<file path="config.mk">
export PLATFORM = sky130hd
export DESIGN_NAME = sbc_interrupt_status_enable
export DESIGN_NICKNAME = d
export VERILOG_FILES = /design/src/irq_flag_bank.v /design/src/bus_silence_timer.v /design/src/sbc_interrupt_status_enable.v
export VERILOG_INCLUDE_DIRS = /design/src
export SDC_FILE = /design/constraint.sdc
export NUM_CORES = 1
export LEC_CHECK = 0
export BUFFER_PORTS_ARGS = -buffer_cell sky130_fd_sc_hd__buf_2
export CORE_MARGIN = 4
export CORE_UTILIZATION = 54
export CTS_CLUSTER_DIAMETER = 30
export DETAILED_ROUTE_END_ITERATION = 10
export GPL_ROUTABILITY_DRIVEN = 0
export HOLD_SLACK_MARGIN = 0.02
export PLACE_DENSITY = 0.8
export SYNTH_ARGS = -nofsm -noshare
export SYNTH_HDL_FRONTEND = slang
export SYNTH_SLANG_ARGS = --single-unit
</file>
<file path="constraint.sdc">
create_clock -name mclk -period 1.7 [get_ports mclk]
set_input_delay 0.34 -clock mclk [delete_from_list [all_inputs] [get_ports mclk]]
set_output_delay 0.34 -clock mclk [all_outputs]
set_load 0.1 [all_outputs]
</file>
<file path="src/sbc_irq_regs.vh">
// Register offsets, field layouts and timing constants of the interrupt status and enable block.
`ifndef SBC_IRQ_REGS_VH
`define SBC_IRQ_REGS_VH

// ----------------------------------------------------------------------------
// Register offsets
// ----------------------------------------------------------------------------
`define ADDR_W 7
`define ADDR_SYS_EN 7'h04
`define ADDR_SUPPLY_EN 7'h1C
`define ADDR_XCVR_EN 7'h23
`define ADDR_WAKE_STAT 7'h66
`define ADDR_FAIL_STAT 7'h67

// ----------------------------------------------------------------------------
// Field layouts and reset values
// ----------------------------------------------------------------------------
`define DATA_W 8
`define REG_RESET 8'h00
`define SYS_EN_MASK 8'h06
`define SUPPLY_EN_MASK 8'h3F
`define XCVR_EN_MASK 8'h1F
`define XCVR_LIN_B_MASK 8'h08
`define SYS_SERIAL_FAIL_BIT 1
`define SYS_OVERTEMP_BIT 2
`define SUP_MAIN_UNDER_BIT 0
`define SUP_EXT_UNDER_BIT 1
`define SUP_EXT_OVER_BIT 2
`define SUP_BAT_UNDER_BIT 3
`define SUP_BAT_OVER_BIT 4
`define SUP_REGULATOR_BIT 5
`define XCVR_BUS_WAKE_BIT 0
`define XCVR_BUS_FAIL_BIT 1
`define XCVR_LIN_A_BIT 2
`define XCVR_LIN_B_BIT 3
`define XCVR_SILENCE_BIT 4
`define PIN_COUNT 4

// ----------------------------------------------------------------------------
// Timing
// ----------------------------------------------------------------------------
`define CLK_MHZ 40
`define SILENCE_TO_US 1000

`endif

</file>
<file path="src/irq_flag_bank.v">
// Bank of sticky pending flags, set by hardware events and cleared by writing one.
`timescale 1ns/1ps
module irq_flag_bank #(
    parameter WIDTH = 8
) (
    // Clock and reset
    input wire mclk,
    input wire nrst,
    // Set and clear strobes
    input wire [WIDTH-1:0] set,
    input wire [WIDTH-1:0] clr,
    // Flag state
    output wire [WIDTH-1:0] flags
);

reg [WIDTH-1:0] flags_q;
wire [WIDTH-1:0] flags_d;

// A set in the same cycle as its clear wins, so no event is lost.
assign flags_d = (flags_q & ~clr) | set;
assign flags = flags_q;

always @(posedge mclk or negedge nrst) begin
    if (!nrst) begin
        flags_q <= {WIDTH{1'b0}};
    end else begin
        flags_q <= flags_d;
    end
end

endmodule // irq_flag_bank

</file>
<file path="src/bus_silence_timer.v">
// Timer that signals once when the bus has stayed silent for the timeout period.
`timescale 1ns/1ps
`include "sbc_irq_regs.vh"
module bus_silence_timer #(
    parameter CYCLES = `SILENCE_TO_US * `CLK_MHZ
) (
    // Clock and reset
    input wire mclk,
    input wire nrst,
    // Synchronised bus idle level
    input wire silent,
    // One-cycle pulse at timeout
    output wire expired
);

localparam CW = $clog2(CYCLES + 1);
localparam integer LAST_INT = CYCLES - 1;
localparam [CW-1:0] LAST = LAST_INT[CW-1:0];

reg [CW-1:0] cnt_q;
reg done_q;
reg expired_q;

assign expired = expired_q;

// Any bus activity rearms the timer; one silence period yields one pulse only.
always @(posedge mclk or negedge nrst) begin
    if (!nrst) begin
        cnt_q <= {CW{1'b0}};
        done_q <= 1'b0;
        expired_q <= 1'b0;
    end else if (!silent) begin
        cnt_q <= {CW{1'b0}};
        done_q <= 1'b0;
        expired_q <= 1'b0;
    end else if (!done_q && cnt_q == LAST) begin
        done_q <= 1'b1;
        expired_q <= 1'b1;
    end else begin
        expired_q <= 1'b0;
        if (!done_q) begin
            cnt_q <= cnt_q + {{(CW-1){1'b0}}, 1'b1};
        end
    end
end

endmodule // bus_silence_timer

</file>
<file path="src/sbc_interrupt_status_enable.v">
// Interrupt pending flags and enable masks of the system basis chip.
//
// Overview of operation
// - Wake status at 66h, falling/rising per pin.
// - Fail status at 67h, short/open-load per pin.
// - Flag reads one while event pending.
// - Second-bank status absent without second bank.
// - System enable at 04h, bits 2,1.
// - Supply enable at 1Ch, bits 5..0.
// - Transceiver enable at 23h, bits 4..0.
// - Enable bit one enables, zero disables.
// - Second LIN enable reserved in single-LIN variants.
// - Regulator flag sets on status bit change.
// - Silence flag sets after silence timeout.
`timescale 1ns/1ps
`include "sbc_irq_regs.vh"
module sbc_interrupt_status_enable #(
    parameter HAS_BANK1 = 1,
    parameter HAS_LIN_B = 1,
    parameter SILENCE_TO_US = `SILENCE_TO_US,
    parameter SILENCE_CYCLES = SILENCE_TO_US * `CLK_MHZ
) (
    // Clock and reset
    input wire mclk,
    input wire nrst,
    // Register port from the serial interface
    input wire [`ADDR_W-1:0] reg_addr,
    input wire reg_wr,
    input wire reg_rd,
    input wire [`DATA_W-1:0] reg_wdata,
    output wire [`DATA_W-1:0] reg_rdata,
    output wire reg_rvalid,
    // Second-bank pins, index 0 is pin 5
    input wire [`PIN_COUNT-1:0] hv_pin,
    input wire [`PIN_COUNT-1:0] pin_short,
    input wire [`PIN_COUNT-1:0] pin_openload,
    input wire [`DATA_W-1:0] bank1_wake_en,
    input wire [`DATA_W-1:0] bank1_fail_en,
    // System events
    input wire overtemp_warn,
    input wire serial_fail,
    input wire [`DATA_W-1:0] sys_clr,
    output wire [`DATA_W-1:0] sys_pending,
    // Supply events
    input wire regulator_status_bit,
    input wire battery_over,
    input wire battery_under,
    input wire ext_supply_over,
    input wire ext_supply_under,
    input wire main_supply_under,
    input wire [`DATA_W-1:0] supply_clr,
    output wire [`DATA_W-1:0] supply_pending,
    // Transceiver events
    input wire bus_silent,
    input wire lin_a_wake,
    input wire lin_b_wake,
    input wire bus_failure,
    input wire bus_wake,
    input wire [`DATA_W-1:0] xcvr_clr,
    output wire [`DATA_W-1:0] xcvr_pending,
    // Interrupt indication to the microcontroller
    output wire irq
);

// ----------------------------------------------------------------------------
// Helpers
// ----------------------------------------------------------------------------
function rise;
    input cur;
    input prev;
    begin
        rise = cur & ~prev;
    end
endfunction

function is_addr;
    input [`ADDR_W-1:0] a;
    input [`ADDR_W-1:0] ref_a;
    begin
        is_addr = (a == ref_a);
    end
endfunction

localparam NSYNC = 20;
localparam [`DATA_W-1:0] XCVR_MASK = HAS_LIN_B ? `XCVR_EN_MASK
                                               : (`XCVR_EN_MASK & ~`XCVR_LIN_B_MASK);
localparam [0:0] BANK1 = HAS_BANK1 ? 1'b1 : 1'b0;

// ----------------------------------------------------------------------------
// Input synchronisers
// ----------------------------------------------------------------------------
// Every analog or pin level crosses two flops before any edge logic sees it.
reg [NSYNC-1:0] sync1_q;
reg [NSYNC-1:0] sync2_q;
reg [NSYNC-1:0] prev_q;
wire [NSYNC-1:0] async_in;

assign async_in = {bus_silent, main_supply_under, ext_supply_under, ext_supply_over,
                   battery_under, battery_over, regulator_status_bit, overtemp_warn,
                   pin_openload, pin_short, hv_pin};

always @(posedge mclk or negedge nrst) begin
    if (!nrst) begin
        sync1_q <= {NSYNC{1'b0}};
        sync2_q <= {NSYNC{1'b0}};
        prev_q <= {NSYNC{1'b0}};
    end else begin
        sync1_q <= async_in;
        sync2_q <= sync1_q;
        prev_q <= sync2_q;
    end
end

wire [`PIN_COUNT-1:0] pin_s = sync2_q[3:0];
wire [`PIN_COUNT-1:0] pin_p = prev_q[3:0];
wire [`PIN_COUNT-1:0] short_s = sync2_q[7:4];
wire [`PIN_COUNT-1:0] short_p = prev_q[7:4];
wire [`PIN_COUNT-1:0] open_s = sync2_q[11:8];
wire [`PIN_COUNT-1:0] open_p = prev_q[11:8];

// ----------------------------------------------------------------------------
// Enable registers
// ----------------------------------------------------------------------------
reg [`DATA_W-1:0] sys_en_q;
reg [`DATA_W-1:0] supply_en_q;
reg [`DATA_W-1:0] xcvr_en_q;
wire wr_sys = reg_wr & is_addr(reg_addr, `ADDR_SYS_EN);
wire wr_supply = reg_wr & is_addr(reg_addr, `ADDR_SUPPLY_EN);
wire wr_xcvr = reg_wr & is_addr(reg_addr, `ADDR_XCVR_EN);
wire wr_wake = reg_wr & BANK1 & is_addr(reg_addr, `ADDR_WAKE_STAT);
wire wr_fail = reg_wr & BANK1 & is_addr(reg_addr, `ADDR_FAIL_STAT);

// Reserved bits are masked on write so they always read back as zero.
always @(posedge mclk or negedge nrst) begin
    if (!nrst) begin
        sys_en_q <= `REG_RESET;
        supply_en_q <= `REG_RESET;
        xcvr_en_q <= `REG_RESET;
    end else begin
        if (wr_sys) begin
            sys_en_q <= reg_wdata & `SYS_EN_MASK;
        end
        if (wr_supply) begin
            supply_en_q <= reg_wdata & `SUPPLY_EN_MASK;
        end
        if (wr_xcvr) begin
            xcvr_en_q <= reg_wdata & XCVR_MASK;
        end
    end
end

// ----------------------------------------------------------------------------
// Event detection
// ----------------------------------------------------------------------------
reg [`DATA_W-1:0] wake_evt;
reg [`DATA_W-1:0] fail_evt;
reg [`DATA_W-1:0] sys_evt;
reg [`DATA_W-1:0] supply_evt;
reg [`DATA_W-1:0] xcvr_evt;
wire silence_expired;
integer k;

always @* begin
    wake_evt = {`DATA_W{1'b0}};
    fail_evt = {`DATA_W{1'b0}};
    sys_evt = {`DATA_W{1'b0}};
    supply_evt = {`DATA_W{1'b0}};
    xcvr_evt = {`DATA_W{1'b0}};
    for (k = 0; k < `PIN_COUNT; k = k + 1) begin
        wake_evt[2*k+1] = rise(pin_p[k], pin_s[k]);
        wake_evt[2*k] = rise(pin_s[k], pin_p[k]);
        fail_evt[2*k+1] = rise(short_s[k], short_p[k]);
        fail_evt[2*k] = rise(open_s[k], open_p[k]);
    end
    sys_evt[`SYS_OVERTEMP_BIT] = rise(sync2_q[12], prev_q[12]);
    sys_evt[`SYS_SERIAL_FAIL_BIT] = serial_fail;
    supply_evt[`SUP_REGULATOR_BIT] = sync2_q[13] ^ prev_q[13];
    supply_evt[`SUP_BAT_OVER_BIT] = rise(sync2_q[14], prev_q[14]);
    supply_evt[`SUP_BAT_UNDER_BIT] = rise(sync2_q[15], prev_q[15]);
    supply_evt[`SUP_EXT_OVER_BIT] = rise(sync2_q[16], prev_q[16]);
    supply_evt[`SUP_EXT_UNDER_BIT] = rise(sync2_q[17], prev_q[17]);
    supply_evt[`SUP_MAIN_UNDER_BIT] = rise(sync2_q[18], prev_q[18]);
    xcvr_evt[`XCVR_SILENCE_BIT] = silence_expired;
    xcvr_evt[`XCVR_LIN_B_BIT] = lin_b_wake;
    xcvr_evt[`XCVR_LIN_A_BIT] = lin_a_wake;
    xcvr_evt[`XCVR_BUS_FAIL_BIT] = bus_failure;
    xcvr_evt[`XCVR_BUS_WAKE_BIT] = bus_wake;
end

bus_silence_timer #(
    .CYCLES(SILENCE_CYCLES)
) u_silence (
    .mclk(mclk),
    .nrst(nrst),
    .silent(sync2_q[19]),
    .expired(silence_expired)
);

// ----------------------------------------------------------------------------
// Pending flags
// ----------------------------------------------------------------------------
wire [`DATA_W-1:0] wake_flags;
wire [`DATA_W-1:0] fail_flags;
wire [`DATA_W-1:0] sys_flags;
wire [`DATA_W-1:0] supply_flags;
wire [`DATA_W-1:0] xcvr_flags;
wire [`DATA_W-1:0] bank1_gate = {`DATA_W{BANK1}};

// An event is only latched while its enable is set; write-one clears.
irq_flag_bank #(.WIDTH(`DATA_W)) u_wake (
    .mclk(mclk),
    .nrst(nrst),
    .set(wake_evt & bank1_wake_en & bank1_gate),
    .clr(wr_wake ? reg_wdata : {`DATA_W{1'b0}}),
    .flags(wake_flags)
);

irq_flag_bank #(.WIDTH(`DATA_W)) u_fail (
    .mclk(mclk),
    .nrst(nrst),
    .set(fail_evt & bank1_fail_en & bank1_gate),
    .clr(wr_fail ? reg_wdata : {`DATA_W{1'b0}}),
    .flags(fail_flags)
);

irq_flag_bank #(.WIDTH(`DATA_W)) u_sys (
    .mclk(mclk),
    .nrst(nrst),
    .set(sys_evt & sys_en_q),
    .clr(sys_clr),
    .flags(sys_flags)
);

irq_flag_bank #(.WIDTH(`DATA_W)) u_supply (
    .mclk(mclk),
    .nrst(nrst),
    .set(supply_evt & supply_en_q),
    .clr(supply_clr),
    .flags(supply_flags)
);

irq_flag_bank #(.WIDTH(`DATA_W)) u_xcvr (
    .mclk(mclk),
    .nrst(nrst),
    .set(xcvr_evt & xcvr_en_q),
    .clr(xcvr_clr),
    .flags(xcvr_flags)
);

assign sys_pending = sys_flags;
assign supply_pending = supply_flags;
assign xcvr_pending = xcvr_flags;

// ----------------------------------------------------------------------------
// Interrupt indication
// ----------------------------------------------------------------------------
reg irq_q;
wire irq_d;

// Flags are masked again so a source disabled while pending stops driving the line.
assign irq_d = |(wake_flags & bank1_wake_en) | |(fail_flags & bank1_fail_en)
             | |(sys_flags & sys_en_q) | |(supply_flags & supply_en_q)
             | |(xcvr_flags & xcvr_en_q);

always @(posedge mclk or negedge nrst) begin
    if (!nrst) begin
        irq_q <= 1'b0;
    end else begin
        irq_q <= irq_d;
    end
end

assign irq = irq_q;

// ----------------------------------------------------------------------------
// Read path
// ----------------------------------------------------------------------------
reg [`DATA_W-1:0] rdata_q;
reg [`DATA_W-1:0] rdata_d;
reg rvalid_q;

// Offsets that are absent in this variant read as zero like any unmapped one.
always @* begin
    rdata_d = `REG_RESET;
    case (reg_addr)
        `ADDR_SYS_EN: begin
            rdata_d = sys_en_q;
        end
        `ADDR_SUPPLY_EN: begin
            rdata_d = supply_en_q;
        end
        `ADDR_XCVR_EN: begin
            rdata_d = xcvr_en_q;
        end
        `ADDR_WAKE_STAT: begin
            rdata_d = wake_flags & bank1_gate;
        end
        `ADDR_FAIL_STAT: begin
            rdata_d = fail_flags & bank1_gate;
        end
        default: begin
            rdata_d = `REG_RESET;
        end
    endcase
end

always @(posedge mclk or negedge nrst) begin
    if (!nrst) begin
        rdata_q <= `REG_RESET;
        rvalid_q <= 1'b0;
    end else begin
        rvalid_q <= reg_rd;
        if (reg_rd) begin
            rdata_q <= rdata_d;
        end
    end
end

assign reg_rdata = rdata_q;
assign reg_rvalid = rvalid_q;

endmodule // sbc_interrupt_status_enable

</file>
==> key figures <==
Status
  • Status: complete, no violations

Timing
  • Unrepaired setup endpoints after global routing: yes
  • Max Transition Viols Final: 0
  • Worst-Margin Slew: 504.6 ps
  • Clock skew: 4.759 ps
  • Period utilisation layout: 97.63%
  • Slew HR: 66.07%
  • Final hold viol count: 0
  • Final Setup Violations: 0
  • Min Tclk post-route: 1660 ps
  • Max Clk Rate: 0.6025 GHz

Synthesis
  • Mapped Area: 0.005331 sq mm
  • Xor and xnor area share after synthesis: less than 1%
  • Post-synth EDFFs: 0
  • Mux contribution to synthesized area: under 10%
  • Mean post-synth cell area: approximately 13 sq um
  • Synthesis Warnings: 0
  • FFs w/ async S/R, synth: 100.0%
  • Top FF cell, synth: dfrtp_1
  • Register bit total from synthesis: 140
  • Syn Inst Count: 413
  • Simple-Gate Fraction of Synth Area: approximately 15%
  • Synth area leader: dfrtp_1
  • Synth area leaders: dfrtp_1 (66%), nand2_1 (3.2%), mux2_2 (2.7%)
  • Count of cell types in the netlist: 50
  • Syn_nets: between 400 and 500
  • Register area share after synthesis: 65.71%
  • Largest family of logic cells by synthesized area: simple AND/OR/NAND/NOR gates
  • Area share of fa/ha/maj cells after synthesis: 0.2347%
  • Post-synth top area share: 65.71%
  • Post-synthesis compound-gate area fraction: 11.15%

Worst setup path
  • CP top delay family: buffers and inverters
  • CP Depth: 1
  • Worst setup EP type: output pin
  • Cell Chain, Critical Path: buf_2
  • Req. time, crit path: roughly 1400 ps
  • Worst path bufs/invs: 1
  • Crit path kind: reg -> out
  • Crit-path max FO: 2
  • CP max-delay cell: buf_2
  • Reg2Reg Depth: 4
  • Crit path DAT: 1320 ps
  • CP peak stage delay: 440 ps
  • Crit start category: register

Global routing
  • Initial antenna violation count: 0
  • Gr usage total: 25.45%
  • Vias in the first global route: 4412
  • GRT Residual Overflow: 0
  • Largest net degree at the start of global routing: 45
  • Global-route wire length before repair: 21940 microns

Clock tree
  • CTS buffer count: 17
  • Postcts setup bufs: 0
  • Skew-Pair Late Insertion Delay: 520 ps
  • CTS max path bufs: 2
  • Clock transition at the registers of the reported paths: 60 ps
  • Clock sink total: 140
  • Clock Tree Root: clkbuf_8
  • CTS tree: yes
  • H-Tree Depth: 4

Power and ir drop
  • Tot Pwr: ~0.0078 W
  • Pwr/cell area: 1053 mW/mm^2
  • Pleak: about 3.4 nW
  • Maximum VDD drop: between 0.0009 and 0.001 V

Floorplanning
  • Initial cell density of the core: 55.05%
  • IO Count: 118
  • Die ar.: roughly 0.012 sq mm
  • Area of the core: 0.009684 sq mm
  • Die H: 107.4 microns
  • Die width: around 110 microns
  • Row cnt: 36

Routing
  • WL/cell: 18.00 microns
  • DRC Markers: 0
  • DR iter-0 viols: 290
  • Routed WL: between 10000 and 15000 microns
  • Initial DRT Pass Iterations: 5
  • Via count: about 4200
  • Antenna-violating nets left: 0
  • Vias per cell: 5.442

Place
  • Port Buffers: 117
  • Final HPWL DP: 9273 microns
  • Placed cells: approximately 690

Final layout
  • Area grow syn2layout: 38.58%
  • # fillers: around 600
  • Fin cells: 763
  • Register area: around 0.0035 sq mm
  • Layout cell share with drive strength beyond 1: 34.13%
  • # diodes: 0
  • Fin nets: 703
  • Multi-input gate area: 0.001725 sq mm

Hold path
  • HP Class: in -> reg
  • Cell depth of the worst hold path: 3

Run
  • Max cap viols: 0
==> logic make-up after synthesis <==
family / count (synthesis)
flip-flops: 140
AND/OR/NAND/NOR: 128
AO/OA/AOI/OAI: 83
buffers and inverters: 34
multiplexers: 21
XOR/XNOR: 6
adder cells (fa/ha/maj): 1
==> cells in the final DEF (no fill, tap or decap), drive strengths merged, types with 3 or more instances in the layout <==
cell type,Yosys,final
a21oi,10,10
clkinv,0,5
nor2b,11,11
o22ai,5,5
nor2,13,13
dfrtp,140,140
nor3,4,4
xor2,5,5
and2,3,3
a221oi,3,3
nand3,14,14
inv,28,30
mux2,19,19
a222oi,6,6
a22oi,11,11
nand4,7,7
clkinvlp,0,5
o21ai,19,19
nor4,5,5
o2bb2ai,12,12
a32o,4,4
clkbuf,4,29
or3,5,5
dlygate4sd3,0,45
nand2,45,45
o31ai,3,3
nand3b,7,7
a22o,6,6
buf,2,135
==> registers in the layout, summed over array words and instances (netlist names) <==
name	cells
u_silence.expired	1
sys_en_q	2
reg_rdata	8
sync2_q	20
u_silence.done_q	1
sync1_q	20
u_sys.flags	8
u_supply.flags	8
u_fail.flags	8
prev_q	19
u_xcvr.flags	8
supply_en_q	6
irq	1
u_wake.flags	8
xcvr_en_q	5
u_silence.cnt_q	16
reg_rvalid	1
==> final timing paths <==
check | startpoint | endpoint | slack, ps
max reg2reg | u_silence.done_q$_DFFE_PN0P_ | u_silence.cnt_q[15]$_DFFE_PN0P_ | 60
max | reg_rdata[5]$_DFFE_PN0P_ | reg_rdata[5] | 40
min | serial_fail | u_sys.flags[1]$_DFF_PN0_ | 50
min reg2reg | sync1_q[19]$_DFF_PN0_ | sync2_q[19]$_DFF_PN0_ | 350
max in group asynchronous | nrst | sync2_q[17]$_DFF_PN0_ | 830
min in group asynchronous | nrst | sync2_q[0]$_DFF_PN0_ | 310
==> power breakdown <==
group | switching (W) | internal, W
Sequential | 0.000104 | 0.00347
Combinational | 0.000435 | 0.000284
Clock | 0.00141 | 0.00208
Total | 0.00195 | 0.00583
==> final cells by class <==
| type | count | area share [%] |
|---|---|---|
| repair buffers | 192 | 17.93 |
| clock buffers | 17 | 5.605 |
| multi-input cells | 239 | 23.35 |
| flip-flops and latches | 140 | 47.43 |
| well taps | 133 | 2.252 |
| inverters | 28 | 1.423 |
| clock inverters | 14 | 1.998 |
==> repair_timing <==
item | 4_1_cts | 5_1_grt
endpoints found under the hold margin | 81 | 0
hold buffers | 45 | 0
gates resized for setup | 6 | 23
cloned | 0 | 0
endpoints found under the setup margin | 6 | 19
pin swaps | 0 | 6
==> metrics by stage <==
step / instance area, sq um / utilization (%) / hold WS [ps] / TNS [ps] / worst slack [ps]
after global routing: 7388 / 76.29 / 30.67 / -39.42 / -28.33
after detailed placement: 6295 / 65.00 / 285.8 / -253.7 / -58.64
after floorplan: 5331 / - / 44.41 / 0 / 28.55
after CTS: 7322 / 75.61 / 21.95 / 0 / 0.6783
final: 7388 / 76.29 / 45.78 / 0 / 40.33
after global placement: 6295 / 65.00 / 276.9 / 0 / 6.326
==> synth_stat cells, types with 4 or more instances <==
master	count
nand3_1	12
a32o_1	4
mux2_4	6
a21oi_1	10
xor2_1	5
nand2_1	45
nor2_1	13
o21ai_0	19
mux2_2	13
o2bb2ai_1	12
inv_1	28
a222oi_1	6
nand4_1	7
dfrtp_1	140
a22o_1	6
nand3b_1	7
nor2b_1	11
or3_1	5
o22ai_1	5
a22oi_1	11
==> routing by layer <==
layer	wire [microns]	vias to the layer above	GRT usage [%]	share of wire, %
li1	-	1899	-	-
met1	5237	2058	29.93	38
met2	7169	167	43.61	52
met3	903	28	7.079	6.6
met4	425	0	11.36	3.1
met5	0	-	0	0
No activity file was read; power rests on OpenSTA's default activity.
